File: config.mk
export PLATFORM = sky130hd
export DESIGN_NAME = iapfc_top
export DESIGN_NICKNAME = d
export VERILOG_FILES = /design/src/common/iapfc_pkg.sv /design/src/design/iapfc_top.sv
export VERILOG_INCLUDE_DIRS = /design/src /design/src/common
export SDC_FILE = /design/constraint.sdc
export NUM_CORES = 1
export LEC_CHECK = 0
export BUFFER_PORTS_ARGS = -buffer_cell sky130_fd_sc_hd__buf_2
export CELL_PAD_IN_SITES_DETAIL_PLACEMENT = 1
export CELL_PAD_IN_SITES_GLOBAL_PLACEMENT = 2
export CORE_ASPECT_RATIO = 0.7
export CORE_MARGIN = 10
export CORE_UTILIZATION = 30
export CTS_BUF_LIST = sky130_fd_sc_hd__clkbuf_2 sky130_fd_sc_hd__clkbuf_4 sky130_fd_sc_hd__clkbuf_8
export DETAILED_ROUTE_END_ITERATION = 7
export PLACE_DENSITY_LB_ADDON = 0.1
export SLEW_MARGIN = 30
export SYNTH_ARGS = -nofsm -noshare
export SYNTH_HDL_FRONTEND = slang
export SYNTH_SLANG_ARGS = --single-unit
File: constraint.sdc
create_clock -name clk_sys -period 3.3 [get_ports clk_sys]
set_clock_uncertainty 0.05 [all_clocks]
set_input_delay 0.99 -clock clk_sys [delete_from_list [all_inputs] [get_ports clk_sys]]
set_output_delay 0.99 -clock clk_sys [all_outputs]
set_load 0.03 [all_outputs]
File: src/common/iapfc_consts.svh
// Operation
// - Loader memory spans 0000H to 03FFH of region 02 only.
// - Loader memory holds two 512-byte sectors; erase clears one half.
// - Key n of at least 0x40 opens a window of n clock cycles.
// - Target address joins a low byte and a high byte register.
// - Region 0x00 sends reads and self-programming to the main array.
// - Region 0x01 reads the ID area only; other codes are reserved.
// - Full erase bit 6, then command 10, erases the 64K main array.
// - Sector bit 5, then command 10, erases the target's sector.
// - Program bit 4, then command 10, writes the data byte.
// - Only command 10 after an operation bit starts anything.
// - Reset fetches from loader when control bit 2 is one.
// - Writing one to power control bit 3 resets the CPU.
// - Read protection refuses external reads of main and loader.
// - Read protection clears only through complete reprogramming.
// - Read protection never blocks self-programming reads or writes.
// - A 96-bit unique code sits at 0260H to 026BH of region 01.
// - External programmer can check, program, verify, erase, read loader.
// - Window-size option limits self-programmed main flash, not in boot.
`ifndef IAPFC_CONSTS_SVH
`define IAPFC_CONSTS_SVH
`define IAPFC_OFS_PWR 8'h87
`define IAPFC_OFS_KEY 8'hf1
`define IAPFC_OFS_ADL 8'hf2
`define IAPFC_OFS_ADH 8'hf3
`define IAPFC_OFS_RGN 8'hf4
`define IAPFC_OFS_DAT 8'hf5
`define IAPFC_OFS_CTL 8'hf6
`define IAPFC_OFS_STS 8'hf7
`define IAPFC_RST_BYTE 8'h00
`define IAPFC_KEY_MIN 8'h40
`define IAPFC_BIT_FULL 6
`define IAPFC_BIT_SECT 5
`define IAPFC_BIT_PROG 4
`define IAPFC_BIT_SWRST 3
`define IAPFC_BIT_BOOT 2
`define IAPFC_CMD_GO 2'b10
`define IAPFC_CTL_MASK 8'h77
`define IAPFC_RGN_MAIN 8'h00
`define IAPFC_RGN_UID 8'h01
`define IAPFC_RGN_LDR 8'h02
`define IAPFC_LDR_TOP 16'h03ff
`define IAPFC_UID_LO 16'h0260
`define IAPFC_UID_HI 16'h026b
`define IAPFC_SECT_BITS 9
`endif

File: src/common/iapfc_pkg.sv
package iapfc_pkg;
  typedef enum logic [2:0] {
    IAPFC_ST_IDLE = 3'b001,
    IAPFC_ST_OPEN = 3'b010,
    IAPFC_ST_BUSY = 3'b100
  } iapfc_state_e;
  typedef enum logic [1:0] {
    IAPFC_OP_PROG = 2'd0,
    IAPFC_OP_SECT = 2'd1,
    IAPFC_OP_FULL = 2'd2
  } iapfc_op_e;
  typedef struct packed {
    logic req;
    iapfc_op_e op;
    logic [7:0] region;
    logic [15:0] addr;
    logic [7:0] data;
  } iapfc_flash_req_s;
  typedef struct packed {
    iapfc_state_e st;
    logic [7:0] key;
    logic [7:0] win_cnt;
    logic [7:0] adl;
    logic [7:0] adh;
    logic [7:0] rgn;
    logic [7:0] dat;
    logic [7:0] ctl;
    logic ack;
    logic [31:0] rdat;
    logic cpu_rst;
    logic refused;
    logic busy_seen;
    iapfc_flash_req_s freq;
  } iapfc_state_s;
endpackage

File: src/design/iapfc_top.sv
// Added by the designer: register access over Wishbone.
`timescale 1ns/1ps
`default_nettype none
`include "iapfc_consts.svh"
module iapfc_top
  import iapfc_pkg::*;
#(
  parameter int MAIN_AW = 16
) (
  input wire logic clk_sys, // System clock, 125 MHz.
  input wire logic rst, // Synchronous reset, active high.
  input wire logic wb_cyc_i, // Wishbone cycle.
  input wire logic wb_stb_i, // Wishbone strobe.
  input wire logic wb_we_i, // Wishbone write enable.
  input wire logic [31:0] wb_adr_i, // Wishbone byte address.
  input wire logic [3:0] wb_sel_i, // Wishbone byte selects.
  input wire logic [31:0] wb_dat_i, // Wishbone write data.
  output logic [31:0] wb_dat_o, // Wishbone read data.
  output logic wb_ack_o, // Wishbone acknowledge.
  output logic wb_err_o, // Wishbone error, never raised.
  input wire logic [1:0] self_write_window_size, // Window-size option.
  input wire logic read_protect, // Read protection strap.
  input wire logic flash_done, // Flash array finished operation.
  output iapfc_flash_req_s flash_req_o, // Operation to flash array.
  output logic cpu_reset_o, // One-cycle CPU reset pulse.
  output logic boot_from_loader, // Boot source for the next reset.
  input wire logic [15:0] csr_addr_i, // Code-space read address.
  output logic [1:0] csr_target_o, // 0 main, 1 ID area, 2 loader.
  output logic csr_valid_o, // Code-space read address is legal.
  input wire logic ext_rd_req, // Debug link read request.
  input wire logic ext_rd_loader, // Debug link targets loader.
  output logic ext_rd_grant // Debug link read allowed.
);
  if (MAIN_AW != 16) begin : g_aw_check
    $error("Main array address must be 16 bits.");
  end

  ////////////////////////////////////////////////////////////////////////
  iapfc_state_s s_reg, s_next;
  logic [7:0] wr_byte;
  logic wr_hit;
  logic [7:0] wofs;
  logic [15:0] taddr;
  logic go;
  logic allowed;

  // Window-size option limits the main array; loader boot lifts it.
  function automatic logic main_ok(input logic [15:0] a,
                                   input logic [1:0] sz,
                                   input logic boot);
    logic ok;
    ok = 1'b1;
    if (!boot) begin
      case (sz)
        2'b00: ok = (a[15:10] == 6'h3f);
        2'b01: ok = (a[15:11] == 5'h1f);
        2'b10: ok = (a[15:12] == 4'hf);
        default: ok = 1'b1;
      endcase
    end
    return ok;
  endfunction

  assign wofs = wb_adr_i[9:2];
  assign wr_byte = wb_sel_i[0] ? wb_dat_i[7:0] : 8'h00;
  assign wr_hit = wb_cyc_i && wb_stb_i && wb_we_i && !s_reg.ack &&
                  wb_sel_i[0] && (wb_adr_i[31:10] == 22'h0);
  assign taddr = {s_reg.adh, s_reg.adl};

  always_comb begin
    s_next = s_reg;
    s_next.ack = wb_cyc_i && wb_stb_i && !s_reg.ack;
    s_next.cpu_rst = 1'b0;
    s_next.refused = 1'b0;
    s_next.freq.req = 1'b0;
    s_next.rdat = 32'h0;
    go = 1'b0;
    allowed = 1'b0;
    if (wb_cyc_i && wb_stb_i && !wb_we_i && !s_reg.ack &&
        wb_adr_i[31:10] == 22'h0) begin
      case (wofs)
        `IAPFC_OFS_KEY: s_next.rdat = {24'h0, s_reg.key};
        `IAPFC_OFS_ADL: s_next.rdat = {24'h0, s_reg.adl};
        `IAPFC_OFS_ADH: s_next.rdat = {24'h0, s_reg.adh};
        `IAPFC_OFS_RGN: s_next.rdat = {24'h0, s_reg.rgn};
        `IAPFC_OFS_DAT: s_next.rdat = {24'h0, s_reg.dat};
        `IAPFC_OFS_CTL: s_next.rdat = {24'h0, s_reg.ctl};
        `IAPFC_OFS_STS: s_next.rdat = {29'h0, s_reg.busy_seen,
                                      s_reg.st == IAPFC_ST_OPEN,
                                      s_reg.st == IAPFC_ST_BUSY};
        default: s_next.rdat = 32'h0; // Power control reads zero.
      endcase
    end
    // Window countdown; a write command ends it either way.
    if (s_reg.st == IAPFC_ST_OPEN) begin
      if (s_reg.win_cnt <= 8'd1) begin
        s_next.st = IAPFC_ST_IDLE;
        s_next.win_cnt = 8'h0;
      end else begin
        s_next.win_cnt = s_reg.win_cnt - 8'd1;
      end
    end
    if (s_reg.st == IAPFC_ST_BUSY && flash_done) begin
      s_next.st = IAPFC_ST_IDLE;
      s_next.ctl[1:0] = 2'b00;
      s_next.ctl[6:4] = 3'b000;
    end
    if (wr_hit) begin
      case (wofs)
        `IAPFC_OFS_PWR: s_next.cpu_rst = wr_byte[`IAPFC_BIT_SWRST];
        `IAPFC_OFS_KEY: begin
          s_next.key = wr_byte;
          if (wr_byte >= `IAPFC_KEY_MIN && s_reg.st != IAPFC_ST_BUSY) begin
            s_next.st = IAPFC_ST_OPEN;
            s_next.win_cnt = wr_byte;
          end
        end
        `IAPFC_OFS_ADL: s_next.adl = wr_byte;
        `IAPFC_OFS_ADH: s_next.adh = wr_byte;
        `IAPFC_OFS_RGN: s_next.rgn = wr_byte;
        `IAPFC_OFS_DAT: s_next.dat = wr_byte;
        `IAPFC_OFS_CTL: begin
          go = (wr_byte[1:0] == `IAPFC_CMD_GO) &&
               (s_reg.ctl[6:4] != 3'b000);
          if (go && s_reg.st != IAPFC_ST_OPEN) begin
            s_next.refused = 1'b1;
          end else if (s_reg.st != IAPFC_ST_BUSY) begin
            s_next.ctl = wr_byte & `IAPFC_CTL_MASK;
          end
          if (go && s_reg.st == IAPFC_ST_OPEN) begin
            s_next.freq.region = s_reg.rgn;
            s_next.freq.addr = taddr;
            s_next.freq.data = s_reg.dat;
            if (s_reg.ctl[`IAPFC_BIT_FULL]) begin
              s_next.freq.op = IAPFC_OP_FULL;
              allowed = (s_reg.rgn == `IAPFC_RGN_MAIN);
              s_next.freq.addr = 16'h0000;
            end else if (s_reg.ctl[`IAPFC_BIT_SECT]) begin
              s_next.freq.op = IAPFC_OP_SECT;
              s_next.freq.addr = {taddr[15:`IAPFC_SECT_BITS], 9'h000};
              allowed = 1'b1;
            end else begin
              s_next.freq.op = IAPFC_OP_PROG;
              allowed = 1'b1;
            end
            // The ID area is read-only; reserved regions do nothing.
            if (s_reg.rgn == `IAPFC_RGN_MAIN) begin
              allowed = allowed &&
                        main_ok(taddr, self_write_window_size,
                                s_reg.ctl[`IAPFC_BIT_BOOT]);
            end else if (s_reg.rgn == `IAPFC_RGN_LDR) begin
              allowed = allowed && (taddr <= `IAPFC_LDR_TOP);
            end else begin
              allowed = 1'b0;
            end
            s_next.win_cnt = 8'h0;
            if (allowed) begin
              s_next.freq.req = 1'b1;
              s_next.st = IAPFC_ST_BUSY;
              s_next.busy_seen = 1'b1;
            end else begin
              s_next.st = IAPFC_ST_IDLE;
              s_next.refused = 1'b1;
            end
          end
        end
        `IAPFC_OFS_STS: s_next.busy_seen = 1'b0;
        default: s_next.key = s_reg.key;
      endcase
    end
  end

  always_ff @(posedge clk_sys) begin
    if (rst) begin
      s_reg <= '{st: IAPFC_ST_IDLE, freq: '{op: IAPFC_OP_PROG, default: '0},
                 default: '0};
    end else begin
      s_reg <= s_next;
    end
  end

  ////////////////////////////////////////////////////////////////////////
  assign wb_ack_o = s_reg.ack;
  assign wb_dat_o = s_reg.rdat;
  assign wb_err_o = 1'b0;
  assign flash_req_o = s_reg.freq;
  assign cpu_reset_o = s_reg.cpu_rst;
  assign boot_from_loader = s_reg.ctl[`IAPFC_BIT_BOOT];

  // Code-space reads follow the region; protection does not apply here.
  always_comb begin
    csr_target_o = 2'd0;
    csr_valid_o = 1'b0;
    case (s_reg.rgn)
      `IAPFC_RGN_MAIN: begin
        csr_target_o = 2'd0;
        csr_valid_o = 1'b1;
      end
      `IAPFC_RGN_UID: begin
        csr_target_o = 2'd1;
        csr_valid_o = (csr_addr_i >= `IAPFC_UID_LO) &&
                      (csr_addr_i <= `IAPFC_UID_HI);
      end
      `IAPFC_RGN_LDR: begin
        csr_target_o = 2'd2;
        csr_valid_o = (csr_addr_i <= `IAPFC_LDR_TOP);
      end
      default: csr_valid_o = 1'b0;
    endcase
  end

  // Protection is a strap owned by the programmer; only a full
  // reprogramming outside this block can clear it.
  assign ext_rd_grant = ext_rd_req && !read_protect;

  ////////////////////////////////////////////////////////////////////////
  logic unused_ok;
  assign unused_ok = ext_rd_loader;

  property p_win_close;
    @(posedge clk_sys) disable iff (rst)
    (s_reg.st == IAPFC_ST_OPEN && s_reg.win_cnt == 8'd1 && !wr_hit)
      |=> s_reg.st == IAPFC_ST_IDLE;
  endproperty
  a_win_close: assert property (p_win_close)
    else $error("Window stayed open.");

  property p_no_closed_op;
    @(posedge clk_sys) disable iff (rst)
    (s_reg.st == IAPFC_ST_IDLE) |=> !flash_req_o.req;
  endproperty
  a_no_closed_op: assert property (p_no_closed_op)
    else $error("Op from closed window.");

  property p_uid_noop;
    @(posedge clk_sys) disable iff (rst)
    flash_req_o.req |-> flash_req_o.region != `IAPFC_RGN_UID;
  endproperty
  a_uid_noop: assert property (p_uid_noop)
    else $error("Write to ID area.");

  property p_sect_align;
    @(posedge clk_sys) disable iff (rst)
    (flash_req_o.req && flash_req_o.op == IAPFC_OP_SECT)
      |-> flash_req_o.addr[8:0] == 9'h000;
  endproperty
  a_sect_align: assert property (p_sect_align)
    else $error("Sector unaligned.");

  property p_ldr_range;
    @(posedge clk_sys) disable iff (rst)
    (flash_req_o.req && flash_req_o.region == `IAPFC_RGN_LDR)
      |-> flash_req_o.addr <= `IAPFC_LDR_TOP;
  endproperty
  a_ldr_range: assert property (p_ldr_range)
    else $error("Loader range.");

  property p_busy_after_req;
    @(posedge clk_sys) disable iff (rst)
    flash_req_o.req |-> s_reg.st == IAPFC_ST_BUSY && $past(wr_hit);
  endproperty
  a_busy_after_req: assert property (p_busy_after_req)
    else $error("Request without busy state.");

  property p_swrst;
    @(posedge clk_sys) disable iff (rst)
    (wr_hit && wofs == `IAPFC_OFS_PWR && wr_byte[`IAPFC_BIT_SWRST])
      |=> cpu_reset_o ##1 !cpu_reset_o;
  endproperty
  a_swrst: assert property (p_swrst)
    else $error("Soft reset missing.");

  property p_protect;
    @(posedge clk_sys) disable iff (rst)
    read_protect |-> !ext_rd_grant;
  endproperty
  a_protect: assert property (p_protect)
    else $error("Protected read granted.");

  property p_window_size;
    @(posedge clk_sys) disable iff (rst)
    (flash_req_o.req && flash_req_o.region == `IAPFC_RGN_MAIN &&
     flash_req_o.op == IAPFC_OP_PROG && self_write_window_size == 2'b00 &&
     !boot_from_loader) |-> flash_req_o.addr[15:10] == 6'h3f;
  endproperty
  a_window_size: assert property (p_window_size)
    else $error("Outside window size.");

  property p_full_main;
    @(posedge clk_sys) disable iff (rst)
    (flash_req_o.req && flash_req_o.op == IAPFC_OP_FULL)
      |-> flash_req_o.region == `IAPFC_RGN_MAIN && flash_req_o.addr == 16'h0;
  endproperty
  a_full_main: assert property (p_full_main)
    else $error("Full erase outside main array.");

  property p_rgn_legal;
    @(posedge clk_sys) disable iff (rst)
    flash_req_o.req |-> flash_req_o.region == `IAPFC_RGN_MAIN ||
                        flash_req_o.region == `IAPFC_RGN_LDR;
  endproperty
  a_rgn_legal: assert property (p_rgn_legal)
    else $error("Operation in reserved region.");

  property p_boot_hold;
    @(posedge clk_sys) disable iff (rst)
    !(wr_hit && wofs == `IAPFC_OFS_CTL) |=> $stable(boot_from_loader);
  endproperty
  a_boot_hold: assert property (p_boot_hold)
    else $error("Boot source changed without a write.");

  property p_req_data;
    @(posedge clk_sys) disable iff (rst)
    flash_req_o.req |-> flash_req_o.data == $past(s_reg.dat);
  endproperty
  a_req_data: assert property (p_req_data)
    else $error("Request data differs from data register.");

  property p_prog_addr;
    @(posedge clk_sys) disable iff (rst)
    (flash_req_o.req && flash_req_o.op == IAPFC_OP_PROG)
      |-> flash_req_o.addr == $past(taddr);
  endproperty
  a_prog_addr: assert property (p_prog_addr)
    else $error("Program address differs from target.");

  property p_cmd_only;
    @(posedge clk_sys) disable iff (rst)
    (wr_hit && wofs == `IAPFC_OFS_CTL && wr_byte[1:0] != `IAPFC_CMD_GO)
      |=> !flash_req_o.req;
  endproperty
  a_cmd_only: assert property (p_cmd_only)
    else $error("Reserved command started an operation.");

  property p_closed_keep;
    @(posedge clk_sys) disable iff (rst)
    (wr_hit && wofs == `IAPFC_OFS_CTL && s_reg.st == IAPFC_ST_IDLE &&
     wr_byte[1:0] == `IAPFC_CMD_GO && s_reg.ctl[6:4] != 3'b000)
      |=> $stable(s_reg.ctl);
  endproperty
  a_closed_keep: assert property (p_closed_keep)
    else $error("Closed trigger changed the control register.");

  property p_grant_open;
    @(posedge clk_sys) disable iff (rst)
    (ext_rd_req && !read_protect) |-> ext_rd_grant;
  endproperty
  a_grant_open: assert property (p_grant_open)
    else $error("Unprotected external read refused.");

  property p_win_open;
    @(posedge clk_sys) disable iff (rst)
    (wr_hit && wofs == `IAPFC_OFS_KEY && wr_byte >= `IAPFC_KEY_MIN &&
     s_reg.st != IAPFC_ST_BUSY) |=> s_reg.st == IAPFC_ST_OPEN;
  endproperty
  a_win_open: assert property (p_win_open)
    else $error("Key did not open the window.");
endmodule
`default_nettype wire

; ---- Word level (Yosys, flattened, before mapping)
; Index checks and enable logic that the tools add are counted.
; Widths: inputs -> output; s select.
[word_totals]
ff_bits = 127
word_cells = 139
[classes]
addsub = 1
n_lt_le_gt_ge = 6
n_eq_ne = 22
muxes = 49
n_bitwise = 6
reduce_logical = 37
[ops]
columns = operator, count
row1 = $mux 8, 10
row2 = $eq 8x8->1 const B, 8
row3 = $mux 59, 1
row4 = $pmux 8 s7, 1
row5 = $le 16x10->1 const B, 3
row6 = $mux 36, 1
row7 = $logic_not 22->1, 1
row8 = $mux 3, 7
row9 = $mux 7, 3
row10 = $logic_and 1x1->1, 18
row11 = $ge 16x10->1 const B, 1
row12 = $mux 16, 1
row13 = $pmux 8 s2, 1
row14 = $mux 1, 15
row15 = $reduce_and 2->1, 5
row16 = $mux 9, 1
row17 = $eq 8x1->1 const B, 1
row18 = $eq 8x2->1 const B, 1
row19 = $ge 8x7->1 const B, 1
row20 = $le 8x1->1 const B, 1
row21 = $logic_not 8->1, 1
row22 = $reduce_and 4->1, 2
row23 = $sub 8x1->8 const B, 1
row24 = $eq 6x6->1 const B, 1
row25 = other kinds (23), 35

; ---- Depth between registers and ports, before layout
[logic_depth]
depth_word = 17
depth_mapped = 8

; ---- Least setup slack after synthesis
; OpenSTA, ideal clock, no wires.
[synth_timing]
path_kind = input to output
from = in csr_addr_i[15]
to = out csr_valid_o
arrival_time_ns = 2.013
required_time_ns = 2.260
path_slack_ns = 0.247
path_stages = 5
path_buffers = 0
cell_sequence = nor4_1 -> nand4_1 -> nor3_1 -> nor2_1 -> nor2_1
[synth_between]
elab_chain_cells = 3
[synth_lines]
columns = item, line_no
row1 = "start, declared", iapfc_top.sv:27  ; input wire logic [15:0] csr_addr_i,
row2 = $ge 16x10->1 (no line) / $le 16x10->1 (equally long branches), n/a
row3 = $logic_and 1x1->1, iapfc_top.sv:201  ; csr_valid_o = (csr_addr_i >= `IAPFC_UID_LO) &&
row4 = $pmux 1 s3 (*), iapfc_top.sv:194  ; case (s_reg.rgn)
row5 = "end, declared", iapfc_top.sv:29  ; output logic csr_valid_o,
; Mark *: on every way between the ends. The rest lies on a longest branch, timed or not.

; ---- Worst setup path in the final report
; Ends and elaborated chain as after synthesis.

==> results.sh <==
export IMPL_synth_ff_type="dfxtp_1"
export IMPL_ctsHtreeMaxLevel=3
export IMPL_area_growth_pct=12.39
export IMPL_post_dp_hpwl_um=14300
export IMPL_cts_buffer_depth=2
export IMPL_die_w_um=180.6
export IMPL_layout_drive_gt1_share=0.2569
export IMPL_cp_top_family="simple AND/OR/NAND/NOR gates"
export IMPL_p_sw_mw=0.6193
export IMPL_syn_area_um2=5414
export IMPL_drt_iter0_markers=272
export IMPL_p_leak_nw=2.295
export IMPL_critPathArrivalTime_ns=2.01
export IMPL_worstSetupEndpointType="primary output"
export IMPL_slowest_stage="nor4_2"
export IMPL_ys_seq_elements=103
export IMPL_cts_tree="built"
export IMPL_synth_area_per_cell_um2=8.704
export IMPL_p_comb_frac=0.079
export IMPL_maxCapViolations=0
export IMPL_synth_commonest_cells="dfxtp_1 (103), nor2_1 (76), buf_4 (68)"
export IMPL_seq_power_share=0.546
export IMPL_cts_made_buffers=9
export IMPL_crit_chain="buf_2, nor4_2, nand4_1, nor3_1, nor2_1, nor2_1, buf_2"
export IMPL_p_total_mw=2.276
export IMPL_worstRegToRegCells=5
export IMPL_worstSkewPairLatency_ns=0.40
export IMPL_critPathRequiredTime_ns=2.26
export IMPL_route_detailed_drc=0
export IMPL_yosysMostFrequentCell="dfxtp_1"
export IMPL_ctsResizeCount=0
export IMPL_rrSetupSlack_ns=0.98
export IMPL_fp_coreArea_um2=17420
export IMPL_grt_pass1_wl_um=29370
export IMPL_criticalPathCategory="input port to primary output"
export IMPL_pwr_density_cell_nw_per_um2=374.1
export IMPL_ys_async_sr_fraction=0
export IMPL_antenna_found_initial=0
export IMPL_post_cts_setup_buffers=0
export IMPL_diodes=0
export IMPL_worst_slew_pin_slew_ns=0.6276
export IMPL_synth_mux_area_fraction=0.1167
export IMPL_yosys_warnings=0
export IMPL_synth_top_family_by_area="simple AND/OR/NAND/NOR gates"
export IMPL_die_h_um=132.4
export IMPL_intPower_mw=1.657
export IMPL_fillers=2063
export IMPL_grt_max_degree=36
export IMPL_fin_tns_setup_ns=0
export IMPL_rows=40
export IMPL_grt_pass1_vias=4892
export IMPL_dr_pass1_iters=4
export IMPL_routed_wl_um=18840
export IMPL_dp_slack_ns=0.1729
export IMPL_cpPeakStageDelay_ns=0.31
export IMPL_gr_total_overflow=0
export IMPL_rsz0062_at_grt="false"
export IMPL_final_cell_area_um2=6085
export IMPL_clock_sinks=103
export IMPL_yosysUniqueCellTypes=63
export IMPL_finalCritPeriodShare=0.9244
export IMPL_avgViaCountPerCell=5.025
export IMPL_finalHoldViolations=0
export IMPL_timing_rr_start="s_reg[77]"
export IMPL_dpl_cell_area_um2=5876
export IMPL_synthXorXnorAreaFrac=0.009706
export IMPL_clkPwrFrac=0.375
export IMPL_worstSetupStartpointType="input port"
export IMPL_clk_pin_slew_ns=0.10
export IMPL_setup_viol=0
export IMPL_synth_fa_ha_area_frac=0.004622
export IMPL_num_vias=4603
export IMPL_synth_area_top_cells="dfxtp_1 (38%), mux2i_1 (9.8%), buf_4 (9.4%), nor2_1 (5.3%), a21oi_1 (4.2%)"
export IMPL_worstHoldEndpoint="flash_req_o[29]"
export IMPL_root_buffer="clkbuf_8"
export IMPL_grtUsageTotal=0.1549
export IMPL_synth_seq_area_share=0.3809
export IMPL_path_max_fanout=2
export IMPL_nNetsFinal=777
export IMPL_fmax_mhz=327.8
export IMPL_dieArea_um2=23910
export IMPL_path_buf_inv=2
export IMPL_syn_inst=622
export IMPL_largest_reg_flops=57
export IMPL_routabilityCongestion=0.8200
export IMPL_finalWorstSetupSlack_ns=0.2496
export IMPL_synth_top_area_cell="dfxtp_1"
export IMPL_min_from="flash_req_o[29]"
export IMPL_drv_slew=0
export IMPL_port_buffers=112
export IMPL_synth_simple_gate_area_frac=0.2249
export IMPL_io_pins=170
export IMPL_synth_compound_area_frac=0.1324
export IMPL_p_sw_frac=0.2721
export IMPL_drtAntennaViolNets=0
export IMPL_r2r_end="s_reg[129]"
export IMPL_max_slew_margin_rel=0.5763
export IMPL_fin_crit_ns=3.050
export IMPL_synth_top_area_share=0.3809
export IMPL_cts_hold_buf=0
export IMPL_synth_edff_count=0
export IMPL_hold_path_depth=2
export IMPL_max_vdd_ir_drop_v=0.0001442
export IMPL_holdCritPathClass="register to register"
export IMPL_wl_per_cell_um=20.57
export IMPL_initial_core_util=0.3108
export IMPL_status="completed"
worst register-to-register path: cells and delay by family, from the launching register on:
family	cells	cell delay [ns]
simple gates	3	0.82
flops	1	0.69
compound gates	2	0.67
metrics by stage:
step	instances	util	hold slack (ns)
floorplan	646	-	0.3829
detailed placement	900	0.3374	0.4202
finish	916	0.3494	0.4287
global placement	900	0.3374	0.4123
global route	916	0.3494	0.4616
CTS	916	0.3490	0.4361
final cells by class:
| class | instances | area (um2) | share of cell area |
|---|---|---|---|
| inverters | 5 | 18.77 | 0.003085 |
| flip-flops and latches | 103 | 2062 | 0.3389 |
| clock inverters | 7 | 78.83 | 0.01295 |
| well taps | 231 | 289.0 | 0.04750 |
| multi-input cells | 428 | 2769 | 0.4551 |
| clock buffers | 9 | 123.9 | 0.02036 |
| repair buffers | 133 | 743.2 | 0.1221 |
power groups by stage:
stage	clock network, mW	logic (mW)	registers (mW)
final	0.854	0.179	1.24
after global routing	0.939	0.194	1.24
after CTS	0.897	0.179	1.24
after detailed placement	0	0.178	1.27
after global placement	0	0.176	1.27
after floorplan	0	0.124	1.27
worst max path at each step:
| stage | cells past startpoint | startpoint | slack (ns) | end |
|---|---|---|---|---|
| final | 7 | csr_addr_i[15] | 0.25 | csr_valid_o |
| after global routing | 7 | csr_addr_i[8] | 0.07 | csr_valid_o |
| after CTS | 7 | csr_addr_i[15] | 0.17 | csr_valid_o |
| after detailed placement | 7 | csr_addr_i[15] | 0.17 | csr_valid_o |
| after global placement | 7 | csr_addr_i[15] | 0.16 | csr_valid_o |
| after floorplan | 5 | csr_addr_i[15] | 0.25 | csr_valid_o |
per-layer routing:
metal | part of all wire | vias to the layer above | track usage
met2 | 0.42 | 119 | 0.2209
li1 | - | 2246 | -
met5 | 0 | - | 0
met3 | 0.058 | 6 | 0.04169
met1 | 0.51 | 2232 | 0.2222
met4 | 0.0049 | 0 | 0.03953
cell usage in the layout, fill, tap and decap left out, drive strengths merged, types with 7 or more instances in the layout:
master	n
and2	9
nor4	18
buf	133
nand2b	7
a22oi	8
nor2	76
o21ai	39
nor3	10
inv	9
nand2	17
conb	25
mux2i	53
mux2	7
clkbuf	9
dfxtp	103
nand4b	11
nand3	21
a21oi	45
nand4	16
kinds of logic after synthesis:
family | count (synthesis)
multiplexers | 61
AND/OR/NAND/NOR | 213
adder cells (fa/ha/maj) | 2
other | 1
XOR/XNOR | 6
buffers and inverters | 115
AO/OA/AOI/OAI | 121
flip-flops | 103
No activity file was read; power rests on OpenSTA's default activity.
